### src/rtl/pump_cmd_pkg.sv
package pump_cmd_pkg;
	// ************************************************************
	// register map (byte addresses on apb)
	// ************************************************************
	localparam logic [7:0] OFF_CHAR = 8'h00;
	localparam logic [7:0] OFF_STATUS = 8'h04;
	localparam logic [7:0] OFF_SETTINGS = 8'h08;
	localparam logic [7:0] OFF_STEPS = 8'h0c;
	localparam logic [7:0] OFF_PORTS = 8'h10;
	localparam int STS_ERR_LSB = 0;
	localparam int STS_READY_BIT = 5;
	localparam int STS_STATUS_CHAR_BIT = 6;
	localparam int STS_REPLY_BIT = 8;
	localparam int STS_BUFFERED_BIT = 9;
	localparam int STS_HOST_ADDR_LSB = 16;
	localparam int SET_AUTO_BIT = 2;
	localparam int SET_BAUD_BIT = 3;
	localparam int SET_CCW_BIT = 4;
	localparam int SET_FORCE_LSB = 5;
	localparam int SET_LIMIT_LSB = 16;
	localparam int STEPS_OFFSET_LSB = 16;
	localparam int PORTS_OUT_LSB = 4;
	localparam int PORTS_SPEED_LSB = 8;
	localparam int PORTS_PPS_LSB = 16;
	// ************************************************************
	// characters
	// ************************************************************
	localparam logic [7:0] CH_CR = 8'h0d;
	localparam logic [7:0] CH_COMMA = 8'h2c;
	localparam logic [7:0] CH_ZERO = 8'h30;
	localparam logic [7:0] CH_NINE = 8'h39;
	localparam logic [7:0] CH_HOST_ADDR = 8'h30;
	localparam logic [7:0] CMD_NONE = 8'h00;
	localparam logic [7:0] CMD_EXEC = 8'h52;
	localparam logic [7:0] CMD_QUERY = 8'h51;
	localparam logic [7:0] CMD_TERM = 8'h54;
	localparam logic [7:0] CMD_STEP_MODE = 8'h4e;
	localparam logic [7:0] CMD_BACKLASH = 8'h4b;
	localparam logic [7:0] CMD_USER_DATA = 8'h3e;
	localparam logic [7:0] CMD_NV_CFG = 8'h55;
	localparam logic [7:0] CMD_OFFSET = 8'h6b;
	localparam logic [7:0] CMD_INIT_CW = 8'h5a;
	localparam logic [7:0] CMD_INIT_CCW = 8'h59;
	// ************************************************************
	// limits, defaults, codes
	// ************************************************************
	localparam logic [7:0] BUF_LAST = 8'hff;
	localparam logic [15:0] PAR_SAT = 16'h1999;
	localparam logic [15:0] MODE_MAX = 16'h0002;
	localparam logic [15:0] STEPS_MAX_NORMAL = 16'h0320;
	localparam logic [15:0] STEPS_MAX_FINE = 16'h1900;
	localparam logic [12:0] BACKLASH_DEF_NORMAL = 13'h000c;
	localparam logic [12:0] BACKLASH_DEF_FINE = 13'h0060;
	localparam logic [12:0] OFFSET_DEF = 13'h0000;
	localparam logic [15:0] USER_LOC_MAX = 16'h000f;
	localparam logic [15:0] USER_DATA_MAX = 16'h00ff;
	localparam logic [15:0] NV_AUTO_SET = 16'h001e;
	localparam logic [15:0] NV_AUTO_CLR = 16'h001f;
	localparam logic [15:0] NV_BAUD_9600 = 16'h0029;
	localparam logic [15:0] NV_BAUD_38400 = 16'h002f;
	localparam logic [4:0] NV_CFG_ADDR = 5'h10;
	localparam logic [15:0] FORCE_MAX = 16'h0002;
	localparam logic [15:0] SPEED_CODE_MIN = 16'h000a;
	localparam logic [15:0] SPEED_CODE_MAX = 16'h0028;
	localparam logic [9:0] INIT_DEFAULT_PPS = 10'h1f4;
	localparam logic [9:0] FINE_RATE_LIMIT = 10'h2ee;
	localparam logic [1:0] MODE_FINE = 2'h1;
	localparam logic [3:0] ERR_NONE = 4'h0;
	localparam logic [3:0] ERR_BAD_CMD = 4'h2;
	localparam logic [3:0] ERR_BAD_PAR = 4'h3;
	localparam logic [3:0] ERR_BUSY = 4'hf;
	localparam logic [3:0] ERR_OVERFLOW = 4'he;
	typedef enum logic [2:0] {ST_IDLE, ST_RD, ST_CH, ST_APPLY, ST_UP, ST_BACK, ST_VALVE} exec_state_e;
endpackage : pump_cmd_pkg

### src/rtl/pump_command_interpreter.sv
`timescale 1ns/100ps
module pump_command_interpreter
(
	input wire logic pclk,
	input wire logic presetn,
	input wire logic psel,
	input wire logic penable,
	input wire logic pwrite,
	input wire logic [7:0] paddr,
	input wire logic [31:0] pwdata,
	output logic [31:0] prdata,
	output logic pready,
	output logic pslverr,
	input wire logic [3:0] valve_port_count,
	input wire logic plunger_stall,
	input wire logic motion_done,
	output logic plunger_up_r,
	output logic plunger_back_go_r,
	output logic valve_home_go_r,
	output logic position_zero_r,
	output logic valve_ccw_r,
	output logic [1:0] home_force_r,
	output logic [5:0] home_speed_code_r,
	output logic [9:0] home_pps_r,
	output logic [3:0] in_port_r,
	output logic [3:0] out_port_r,
	output logic [12:0] backoff_steps_r,
	output logic [12:0] backlash_steps_r,
	output logic [1:0] step_mode_r,
	output logic [9:0] rate_limit_r,
	output logic nv_we_r,
	output logic [4:0] nv_addr_r,
	output logic [7:0] nv_wdata_r,
	output logic busy_r
);
	import pump_cmd_pkg::*;

	// ************************************************************
	// apb slave
	// ************************************************************
	logic acc_done;
	logic chr_wr;
	logic [7:0] chr;
	logic reply_clr;
	logic mapped;
	logic [31:0] rd_val;
	logic [3:0] err_r;
	logic reply_r;
	logic buffered_r;
	logic nv_auto_r;
	logic nv_baud_r;

	assign acc_done = psel & penable & pready;
	assign chr_wr = acc_done & pwrite & (paddr == OFF_CHAR);
	assign chr = pwdata[7:0];
	assign reply_clr = acc_done & pwrite & (paddr == OFF_STATUS) & pwdata[STS_REPLY_BIT];

	always_comb
	begin
		rd_val = 32'h0000_0000;
		mapped = 1'b1;
		if (paddr == OFF_CHAR)
		begin
			rd_val = 32'h0000_0000;
		end
		else if (paddr == OFF_STATUS)
		begin
			// status char: 0x40 base, ready bit, error code
			rd_val[STS_ERR_LSB +: 4] = err_r;
			rd_val[STS_READY_BIT] = ~busy_r;
			rd_val[STS_STATUS_CHAR_BIT] = 1'b1;
			rd_val[STS_REPLY_BIT] = reply_r;
			rd_val[STS_BUFFERED_BIT] = buffered_r;
			rd_val[STS_HOST_ADDR_LSB +: 8] = CH_HOST_ADDR;
		end
		else if (paddr == OFF_SETTINGS)
		begin
			rd_val[1:0] = step_mode_r;
			rd_val[SET_AUTO_BIT] = nv_auto_r;
			rd_val[SET_BAUD_BIT] = nv_baud_r;
			rd_val[SET_CCW_BIT] = valve_ccw_r;
			rd_val[SET_FORCE_LSB +: 2] = home_force_r;
			rd_val[SET_LIMIT_LSB +: 10] = rate_limit_r;
		end
		else if (paddr == OFF_STEPS)
		begin
			rd_val[12:0] = backlash_steps_r;
			rd_val[STEPS_OFFSET_LSB +: 13] = backoff_steps_r;
		end
		else if (paddr == OFF_PORTS)
		begin
			rd_val[3:0] = in_port_r;
			rd_val[PORTS_OUT_LSB +: 4] = out_port_r;
			rd_val[PORTS_SPEED_LSB +: 6] = home_speed_code_r;
			rd_val[PORTS_PPS_LSB +: 10] = home_pps_r;
		end
		else
		begin
			mapped = 1'b0;
		end
	end

	// no wait state: pready rises in the first access cycle
	always_ff @(posedge pclk or negedge presetn)
	begin
		if (!presetn)
		begin
			pready <= 1'b0;
			prdata <= 32'h0000_0000;
			pslverr <= 1'b0;
		end
		else
		begin
			pready <= psel & ~penable;
			// error stands only beside pready, never after the transfer
			pslverr <= psel & ~penable & ~mapped;
			if (psel & ~penable)
			begin
				prdata <= pwrite ? 32'h0000_0000 : rd_val;
			end
		end
	end

	// ************************************************************
	// receive side: buffer fill, execute request, refusal
	// ************************************************************
	exec_state_e st_r;
	logic [7:0] wr_ptr_r;
	logic [7:0] first_r;
	logic has_exec_r;
	logic [7:0] len_r;
	logic go;
	logic term;
	logic rx_err;
	logic [3:0] rx_code;
	logic mem_we;

	assign mem_we = chr_wr & ~busy_r & (chr != CH_CR) & (wr_ptr_r != BUF_LAST);
	assign go = chr_wr & ~busy_r & (chr == CH_CR) & (has_exec_r | first_r == CMD_QUERY);
	assign term = chr_wr & busy_r & (chr == CH_CR) & (first_r == CMD_TERM);

	always_comb
	begin
		rx_err = 1'b0;
		rx_code = ERR_NONE;
		if (chr_wr & busy_r & (chr == CH_CR) & (wr_ptr_r != 8'h00))
		begin
			if (first_r != CMD_TERM && first_r != CMD_QUERY)
			begin
				rx_err = 1'b1;
				rx_code = ERR_BUSY;
			end
		end
		else if (chr_wr & ~busy_r & (chr != CH_CR) & (wr_ptr_r == BUF_LAST))
		begin
			rx_err = 1'b1;
			rx_code = ERR_OVERFLOW;
		end
	end

	always_ff @(posedge pclk or negedge presetn)
	begin
		if (!presetn)
		begin
			wr_ptr_r <= 8'h00;
			first_r <= CMD_NONE;
			has_exec_r <= 1'b0;
			buffered_r <= 1'b0;
			len_r <= 8'h00;
		end
		else if (chr_wr)
		begin
			if (chr == CH_CR)
			begin
				wr_ptr_r <= 8'h00;
				has_exec_r <= 1'b0;
				first_r <= CMD_NONE;
				if (!busy_r)
				begin
					len_r <= wr_ptr_r;
					buffered_r <= ~go & (wr_ptr_r != 8'h00);
				end
			end
			else if (wr_ptr_r != BUF_LAST)
			begin
				// counting goes on while busy so the first char is known
				wr_ptr_r <= wr_ptr_r + 8'h01;
				if (wr_ptr_r == 8'h00)
				begin
					first_r <= chr;
					if (!busy_r)
					begin
						buffered_r <= 1'b0;
					end
				end
				if (chr == CMD_EXEC)
				begin
					has_exec_r <= 1'b1;
				end
			end
		end
	end

	// reply pending flag, set wins over software clear
	always_ff @(posedge pclk or negedge presetn)
	begin
		if (!presetn)
		begin
			reply_r <= 1'b0;
		end
		else if (chr_wr & (chr == CH_CR))
		begin
			reply_r <= 1'b1;
		end
		else if (reply_clr)
		begin
			reply_r <= 1'b0;
		end
	end

	// ************************************************************
	// execution: walk the buffer and parse
	// ************************************************************
	logic [7:0] idx_r;
	logic [7:0] rd_data;
	logic [7:0] cmd_r;
	logic [15:0] par_r [0:2];
	logic [1:0] pi_r;
	logic bad_r;
	logic at_end;
	logic is_digit;
	logic [15:0] par_nxt;
	logic ap_err;
	logic [3:0] ap_code;
	logic [15:0] lim;
	logic [15:0] nports;
	logic apply_ok;

	cmd_buffer_mem u_buf
	(
		.pclk(pclk),
		.we(mem_we),
		.waddr(wr_ptr_r),
		.wdata(chr),
		.raddr(idx_r),
		.rdata(rd_data)
	);

	assign at_end = (idx_r == len_r);
	assign is_digit = (rd_data >= CH_ZERO) && (rd_data <= CH_NINE);
	assign par_nxt = (par_r[pi_r] << 3) + (par_r[pi_r] << 1) + {8'h00, rd_data - CH_ZERO};
	assign lim = (step_mode_r == 2'h0) ? STEPS_MAX_NORMAL : STEPS_MAX_FINE;
	assign nports = {12'h000, valve_port_count};
	assign apply_ok = (st_r == ST_APPLY) & ~ap_err;

	// validation of the pending command against its ranges
	always_comb
	begin
		ap_err = bad_r;
		ap_code = ERR_BAD_PAR;
		if (cmd_r == CMD_STEP_MODE)
		begin
			ap_err = bad_r | (par_r[0] > MODE_MAX);
		end
		else if (cmd_r == CMD_BACKLASH || cmd_r == CMD_OFFSET)
		begin
			ap_err = bad_r | (par_r[0] > lim);
		end
		else if (cmd_r == CMD_USER_DATA)
		begin
			ap_err = bad_r | (par_r[0] > USER_LOC_MAX) | (par_r[1] > USER_DATA_MAX);
		end
		else if (cmd_r == CMD_NV_CFG)
		begin
			ap_err = bad_r | ~(par_r[0] == NV_AUTO_SET || par_r[0] == NV_AUTO_CLR ||
				par_r[0] == NV_BAUD_9600 || par_r[0] == NV_BAUD_38400);
		end
		else if (cmd_r == CMD_INIT_CW || cmd_r == CMD_INIT_CCW)
		begin
			ap_err = bad_r | (par_r[0] > FORCE_MAX && (par_r[0] < SPEED_CODE_MIN || par_r[0] > SPEED_CODE_MAX))
				| (par_r[1] > nports) | (par_r[2] > nports);
		end
		else if (cmd_r != CMD_EXEC && cmd_r != CMD_QUERY && cmd_r != CMD_TERM)
		begin
			ap_err = 1'b1;
			ap_code = ERR_BAD_CMD;
		end
	end

	always_ff @(posedge pclk or negedge presetn)
	begin
		if (!presetn)
		begin
			st_r <= ST_IDLE;
			idx_r <= 8'h00;
			cmd_r <= CMD_NONE;
			par_r[0] <= 16'h0000;
			par_r[1] <= 16'h0000;
			par_r[2] <= 16'h0000;
			pi_r <= 2'h0;
			bad_r <= 1'b0;
		end
		else if (term)
		begin
			st_r <= ST_IDLE;
		end
		else
		begin
			case (st_r)
				ST_IDLE:
				begin
					idx_r <= 8'h00;
					cmd_r <= CMD_NONE;
					pi_r <= 2'h0;
					bad_r <= 1'b0;
					par_r[0] <= 16'h0000;
					par_r[1] <= 16'h0000;
					par_r[2] <= 16'h0000;
					if (go)
					begin
						st_r <= ST_RD;
					end
				end
				ST_RD:
				begin
					st_r <= ST_CH;
				end
				ST_CH:
				begin
					if (!at_end && is_digit && cmd_r != CMD_NONE)
					begin
						par_r[pi_r] <= par_nxt;
						bad_r <= bad_r | (par_r[pi_r] > PAR_SAT);
						idx_r <= idx_r + 8'h01;
						st_r <= ST_RD;
					end
					else if (!at_end && rd_data == CH_COMMA && cmd_r != CMD_NONE)
					begin
						bad_r <= bad_r | (pi_r == 2'h2);
						pi_r <= (pi_r == 2'h2) ? pi_r : pi_r + 2'h1;
						idx_r <= idx_r + 8'h01;
						st_r <= ST_RD;
					end
					else if (cmd_r != CMD_NONE)
					begin
						st_r <= ST_APPLY;
					end
					else if (at_end)
					begin
						st_r <= ST_IDLE;
					end
					else
					begin
						cmd_r <= rd_data;
						idx_r <= idx_r + 8'h01;
						st_r <= ST_RD;
					end
				end
				ST_APPLY:
				begin
					cmd_r <= CMD_NONE;
					pi_r <= 2'h0;
					bad_r <= 1'b0;
					par_r[0] <= 16'h0000;
					par_r[1] <= 16'h0000;
					par_r[2] <= 16'h0000;
					// an error abandons the rest of the string
					if (ap_err)
					begin
						st_r <= ST_IDLE;
					end
					else if (cmd_r == CMD_INIT_CW || cmd_r == CMD_INIT_CCW)
					begin
						st_r <= ST_UP;
					end
					else
					begin
						st_r <= ST_RD;
					end
				end
				ST_UP:
				begin
					if (plunger_stall)
					begin
						st_r <= ST_BACK;
					end
				end
				ST_BACK:
				begin
					if (motion_done)
					begin
						st_r <= ST_VALVE;
					end
				end
				ST_VALVE:
				begin
					if (motion_done)
					begin
						st_r <= ST_RD;
					end
				end
				default:
				begin
					st_r <= ST_IDLE;
				end
			endcase
		end
	end

	// ************************************************************
	// homing strobes towards the drives
	// ************************************************************
	always_ff @(posedge pclk or negedge presetn)
	begin
		if (!presetn)
		begin
			plunger_up_r <= 1'b0;
			plunger_back_go_r <= 1'b0;
			valve_home_go_r <= 1'b0;
			position_zero_r <= 1'b0;
			busy_r <= 1'b0;
		end
		else
		begin
			busy_r <= ~term & ((st_r != ST_IDLE) | go);
			plunger_up_r <= ~term & ((apply_ok & (cmd_r == CMD_INIT_CW || cmd_r == CMD_INIT_CCW)) |
				(st_r == ST_UP & ~plunger_stall));
			plunger_back_go_r <= ~term & (st_r == ST_UP) & plunger_stall;
			valve_home_go_r <= ~term & (st_r == ST_BACK) & motion_done;
			position_zero_r <= ~term & (st_r == ST_VALVE) & motion_done;
		end
	end

	// ************************************************************
	// settings written by executed commands
	// ************************************************************
	always_ff @(posedge pclk or negedge presetn)
	begin
		if (!presetn)
		begin
			step_mode_r <= 2'h0;
			backlash_steps_r <= BACKLASH_DEF_NORMAL;
			backoff_steps_r <= OFFSET_DEF;
			valve_ccw_r <= 1'b0;
			home_force_r <= 2'h0;
			home_speed_code_r <= 6'h00;
			home_pps_r <= INIT_DEFAULT_PPS;
			in_port_r <= 4'h1;
			out_port_r <= 4'h0;
			nv_auto_r <= 1'b0;
			nv_baud_r <= 1'b0;
		end
		else if (apply_ok)
		begin
			if (cmd_r == CMD_STEP_MODE)
			begin
				step_mode_r <= par_r[0][1:0];
				backlash_steps_r <= (par_r[0] == 16'h0000) ? BACKLASH_DEF_NORMAL : BACKLASH_DEF_FINE;
			end
			else if (cmd_r == CMD_BACKLASH)
			begin
				backlash_steps_r <= par_r[0][12:0];
			end
			else if (cmd_r == CMD_OFFSET)
			begin
				backoff_steps_r <= par_r[0][12:0];
			end
			else if (cmd_r == CMD_NV_CFG)
			begin
				// pending copies only; the live link keeps its rate until power-up
				if (par_r[0] == NV_AUTO_SET || par_r[0] == NV_AUTO_CLR)
				begin
					nv_auto_r <= (par_r[0] == NV_AUTO_SET);
				end
				else
				begin
					nv_baud_r <= (par_r[0] == NV_BAUD_38400);
				end
			end
			else if (cmd_r == CMD_INIT_CW || cmd_r == CMD_INIT_CCW)
			begin
				valve_ccw_r <= (cmd_r == CMD_INIT_CCW);
				home_force_r <= (par_r[0] > FORCE_MAX) ? 2'h0 : par_r[0][1:0];
				home_speed_code_r <= (par_r[0] > FORCE_MAX) ? par_r[0][5:0] : 6'h00;
				home_pps_r <= (par_r[0] > FORCE_MAX) ? 10'h000 : INIT_DEFAULT_PPS;
				in_port_r <= (par_r[1] == 16'h0000) ? 4'h1 : par_r[1][3:0];
				out_port_r <= (par_r[2] == 16'h0000) ? valve_port_count : par_r[2][3:0];
				step_mode_r <= 2'h0;
				backlash_steps_r <= BACKLASH_DEF_NORMAL;
			end
		end
	end

	// fine mode caps cutoff and on-the-fly velocity, zero means no cap
	always_ff @(posedge pclk or negedge presetn)
	begin
		if (!presetn)
		begin
			rate_limit_r <= 10'h000;
		end
		else
		begin
			rate_limit_r <= (step_mode_r == MODE_FINE) ? FINE_RATE_LIMIT : 10'h000;
		end
	end

	// ************************************************************
	// nonvolatile writes and error code
	// ************************************************************
	always_ff @(posedge pclk or negedge presetn)
	begin
		if (!presetn)
		begin
			nv_we_r <= 1'b0;
			nv_addr_r <= 5'h00;
			nv_wdata_r <= 8'h00;
		end
		else
		begin
			nv_we_r <= apply_ok & (cmd_r == CMD_USER_DATA || cmd_r == CMD_NV_CFG);
			if (apply_ok & (cmd_r == CMD_USER_DATA))
			begin
				nv_addr_r <= par_r[0][4:0];
				nv_wdata_r <= par_r[1][7:0];
			end
			else if (apply_ok & (cmd_r == CMD_NV_CFG))
			begin
				nv_addr_r <= NV_CFG_ADDR;
				nv_wdata_r <= par_r[0][7:0];
			end
		end
	end

	// a new executed string starts clean; errors win over that clear
	always_ff @(posedge pclk or negedge presetn)
	begin
		if (!presetn)
		begin
			err_r <= ERR_NONE;
		end
		else if ((st_r == ST_APPLY) & ap_err)
		begin
			err_r <= ap_code;
		end
		else if (rx_err)
		begin
			err_r <= rx_code;
		end
		else if (go & (first_r != CMD_QUERY))
		begin
			// a query reports the last error, so it must not clear it
			err_r <= ERR_NONE;
		end
	end
endmodule : pump_command_interpreter

### src/rtl/cmd_buffer_mem.sv
`timescale 1ns/100ps
// command character store: synchronous write, registered read
module cmd_buffer_mem
(
	input wire logic pclk,
	input wire logic we,
	input wire logic [7:0] waddr,
	input wire logic [7:0] wdata,
	input wire logic [7:0] raddr,
	output logic [7:0] rdata
);
	logic [7:0] mem [0:255];

	// no reset: contents are only read below the stored length
	always_ff @(posedge pclk)
	begin
		if (we)
		begin
			mem[waddr] <= wdata;
		end
		rdata <= mem[raddr];
	end
endmodule : cmd_buffer_mem

### config.mk
export PLATFORM = sky130hd
export DESIGN_NAME = pump_command_interpreter
export DESIGN_NICKNAME = d
export VERILOG_FILES = /design/src/rtl/pump_cmd_pkg.sv /design/src/rtl/pump_command_interpreter.sv /design/src/rtl/cmd_buffer_mem.sv
export SDC_FILE = /design/constraint.sdc
export NUM_CORES = 2
export LEC_CHECK = 0
export BUFFER_PORTS_ARGS = -buffer_cell sky130_fd_sc_hd__buf_2
export CORE_MARGIN = 4
export CORE_UTILIZATION = 55
export DETAILED_ROUTE_END_ITERATION = 7
export PLACE_DENSITY = 0.8
export RECOVER_POWER = 50
export SYNTH_ARGS = -nofsm -noshare
export SYNTH_HDL_FRONTEND = slang
export SYNTH_SLANG_ARGS = --single-unit
### constraint.sdc
create_clock -name pclk -period 5.4 [get_ports pclk]
set_clock_uncertainty 0.05 [all_clocks]
set_input_delay 0.54 -clock pclk [delete_from_list [all_inputs] [get_ports pclk]]
set_output_delay 0.54 -clock pclk [all_outputs]
set_load 0.03 [all_outputs]
==> results.sh <==
export IMPL_period_minus_slack_ps=4850
export IMPL_dr_pass1_iters=8
export IMPL_num_io_pins=169
export IMPL_placementRows=147
export IMPL_worst_skew_pair_late_latency_ps=850
export IMPL_worstSetupPathType="primary input to flip-flop"
export IMPL_cts_tree="done"
export IMPL_initial_core_util=0.556
export IMPL_r2r_start="pi_r[0]"
export IMPL_worst_slew_pin_transition_ps=4750
export IMPL_grt_max_degree=102
export IMPL_arrival_ps=5540
export IMPL_die_h_microns=412
export IMPL_synth_top_family_by_area="multiplexers"
export IMPL_max_freq_ghz=0.206
export IMPL_track_usage=0.270
export IMPL_first_iter_violations=7032
export IMPL_synth_compound_area_share=0.0299
export IMPL_p_leak_nw=31.6
export IMPL_hold_viol=0
export IMPL_use_met2=0.430
export IMPL_via_per_inst=6.73
export IMPL_drive_gt1_frac=0.230
export IMPL_grt_use_met3=0.0664
export IMPL_startpoint_type="primary input"
export IMPL_htree_num_levels=4
export IMPL_cts_resized=0
export IMPL_cts_root_buf="clkbuf_16"
export IMPL_grt_first_pass_wirelength_microns=332000
export IMPL_synthSimpleGateAreaFrac=0.0330
export IMPL_timing_final_crit_share=0.899
export IMPL_crit_family="simple AND/OR/NAND/NOR gates"
export IMPL_cts_max_path_buffers=3
export IMPL_path_cells="dlygate4sd3_1, clkbuf_1, nor4bb_1, and4b_1, and4_1, buf_4, and2_1, nor2_1, and2_0, o21ai_1, a22o_1"
export IMPL_grt_pass1_vias=47700
export IMPL_busiest_layer="met2"
export IMPL_min_delay_worst_endpoint="prdata[3]"
export IMPL_multi_input_area_sq_um=21900
export IMPL_finalMaxSlewViolations=1552
export IMPL_cts_buffers=211
export IMPL_portBuffers=133
export IMPL_fill_cells=10500
export IMPL_totalWireLength_microns=227000
export IMPL_seq_area_frac_synth=0.742
export IMPL_max_cap_viol_count=21
export IMPL_synth_commonest_cells="edfxtp_1, mux4_2, nor2_1"
export IMPL_finalSetupViolCount=0
export IMPL_dpl_hpwl_microns=131000
export IMPL_antenna_found_initial=2
export IMPL_drc=0
export IMPL_power_density_nw_per_um2=411
export IMPL_syn_mean_instance_area_sq_um=20.2
export IMPL_grt_overflow_total=0
export IMPL_synth_edf_count=2048
export IMPL_rsz0062_at_grt="false"
export IMPL_slowest_stage="nor4bb_1"
export IMPL_synth_most_common_cell="edfxtp_1"
export IMPL_ant_nets=0
export IMPL_vias=47000
export IMPL_tns_ps=0
export IMPL_status="finished with violations"
export IMPL_syn_cell_area_sq_um=89700
export IMPL_nets=4761
export IMPL_hold_start="pwrite"
export IMPL_synthMuxAreaShare=0.169
export IMPL_dieWidth_microns=412
export IMPL_async_flop_share=0.0874
export IMPL_yosysTopAreaCell="edfxtp_1"
export IMPL_path_max_fanout=16
export IMPL_cts_sinks=2253
export IMPL_relSlewSlack=-2.17
export IMPL_synth_area_top_cells="edfxtp_1, mux4_2, dfrtp_1"
export IMPL_violations="capacitance limit, slew limit"
export IMPL_synth_seq_cells=2253
export IMPL_required_ps=6090
export IMPL_synthAdderAreaFrac=0.00747
export IMPL_crit_path_max_incr_delay_ps=870
export IMPL_gp_congestion=0.907
export IMPL_postCtsSetupBuffers=0
export IMPL_hold_class="primary input to flip-flop"
export IMPL_ys_warn_count=0
export IMPL_postPlaceCellArea_sq_um=93400
export IMPL_path_buf_inv=3
export IMPL_worst_hold_slack_ps=115
export IMPL_final_cell_area_sq_um=100000
export IMPL_clk_pin_slew_worst_paths_ps=60
export IMPL_whs_path_depth=4
export IMPL_met1_usage=0.353
export IMPL_end_kind="flip-flop"
export IMPL_die_area_sq_um=170000
export IMPL_ctsHoldBuffers=8
export IMPL_reg2reg_depth=15
export IMPL_netlist_area_leader_share=0.685
export IMPL_r2r_end="par_r[47]"
export IMPL_synth_cells=4445
export IMPL_r2r_slack_ps=1000
export IMPL_synth_xor_area_frac=0.00322
export IMPL_seq_area_sq_um=66600
export IMPL_worst_ir_drop_vdd_mv=0.384
export IMPL_path_depth=11
export IMPL_ys_types=81
export IMPL_fp_coreArea_sq_um=161000
export IMPL_routedWlPerCell_microns=32.4
export IMPL_areaGrowthSynthToFinish_pct=11.4
export IMPL_synthFlopType="edfxtp_1"
## how the worst max path moves through the flow
stage	to	startpoint
final	par_r[16]	pwdata[2]
after global routing	u_buf.mem[2][2]	pwdata[2]
after CTS	par_r[47]	pi_r[0]
after detailed placement	par_r[25]	pwdata[3]
after global placement	par_r[44]	pwdata[3]
after floorplan	par_r[15]	pi_r[0]
## registers in the layout, summed over array words and instances, names as in the netlist, 6 cells and up
signal and cells:
prdata 27, par_r 48, u_buf.rdata 8, nv_wdata_r 8, first_r 8, home_speed_code_r 6
backoff_steps_r 13, wr_ptr_r 8, backlash_steps_r 13, cmd_r 8, u_buf.mem 2048, idx_r 8
len_r 8
## metrics by stage
| stage | setup WS [ps] | std cells | power, W | util |
|---|---|---|---|---|
| 4_1_cts | 1100 | 6990 | 0.0412 | 0.621 |
| 2_1_floorplan | 1430 | 4464 | 0.0250 | - |
| 3_3_place_gp | 810 | 6599 | 0.0265 | 0.579 |
| 6_report | 545 | 6995 | 0.0411 | 0.620 |
| 3_5_place_dp | 747 | 6599 | 0.0266 | 0.579 |
| 5_1_grt | 411 | 6990 | 0.0423 | 0.620 |
## routing by layer
layer  vias to the layer above  part of all wire
met2                      3349              0.49
met1                     24400              0.35
met5                         -          0.000057
met4                         2             0.056
li1                      18700                 -
met3                       674              0.11
## cell type report
cell class	count	area share
diodes	5	0.000125
clock buffers	277	0.0567
clock inverters	106	0.0106
inverters	57	0.00214
multi-input cells	1875	0.219
flip-flops and latches	2253	0.666
well taps	2160	0.0270
repair buffers	262	0.0176
## cells in the final DEF (no fill, tap or decap), types with 16 or more instances in the layout
cell type  count
xnor2_1       24
buf_12        21
a22o_1        67
o21ai_0       77
ha_1          44
inv_1         57
nor3_1        18
nand3_1       36
bufinv_16     19
buf_2         16
a22oi_1       50
and3_1        17
clkbuf_16    214
a21oi_1       67
nand2_1      129
nand4_1       16
clkbuf_1     179
dfrtp_1      189
conb_1        20
clkinv_1      39
mux2_2        37
mux4_2       619
mux2i_1       80
o221ai_1      18
nor2_1       324
edfxtp_1    2048
buf_4         79
clkinv_2      36
nor2b_1       18
## where the power goes
group | total [W] | switching (W) | internal, W | leakage, nW
sequential | 0.0195 | 0.000338 | 0.0191 | 21.1
combinational | 0.00696 | 0.00375 | 0.00320 | 7.15
clock | 0.0147 | 0.00638 | 0.00828 | 3.30
## worst reg2reg max path: cells and delay by family, from the launching register on
family	cells	cell delay, ps
AO/OA/AOI/OAI	6	1550
XOR/XNOR	1	220
adder cells (fa/ha/maj)	2	750
buffers and inverters	3	600
flip-flops	1	620
AND/OR/NAND/NOR	3	490
## logic make-up (layout without fill, tap and decap cells)
group / Yosys count / after routing
compound gates: 381 / 381
fa+ha+maj: 50 / 50
flops: 2253 / 2253
buf+inv: 336 / 702
mux: 736 / 736
xor+xnor: 33 / 33
simple gates: 655 / 655
other cells: 1 / 25
Note: power is estimated with default switching activity, not from simulation.
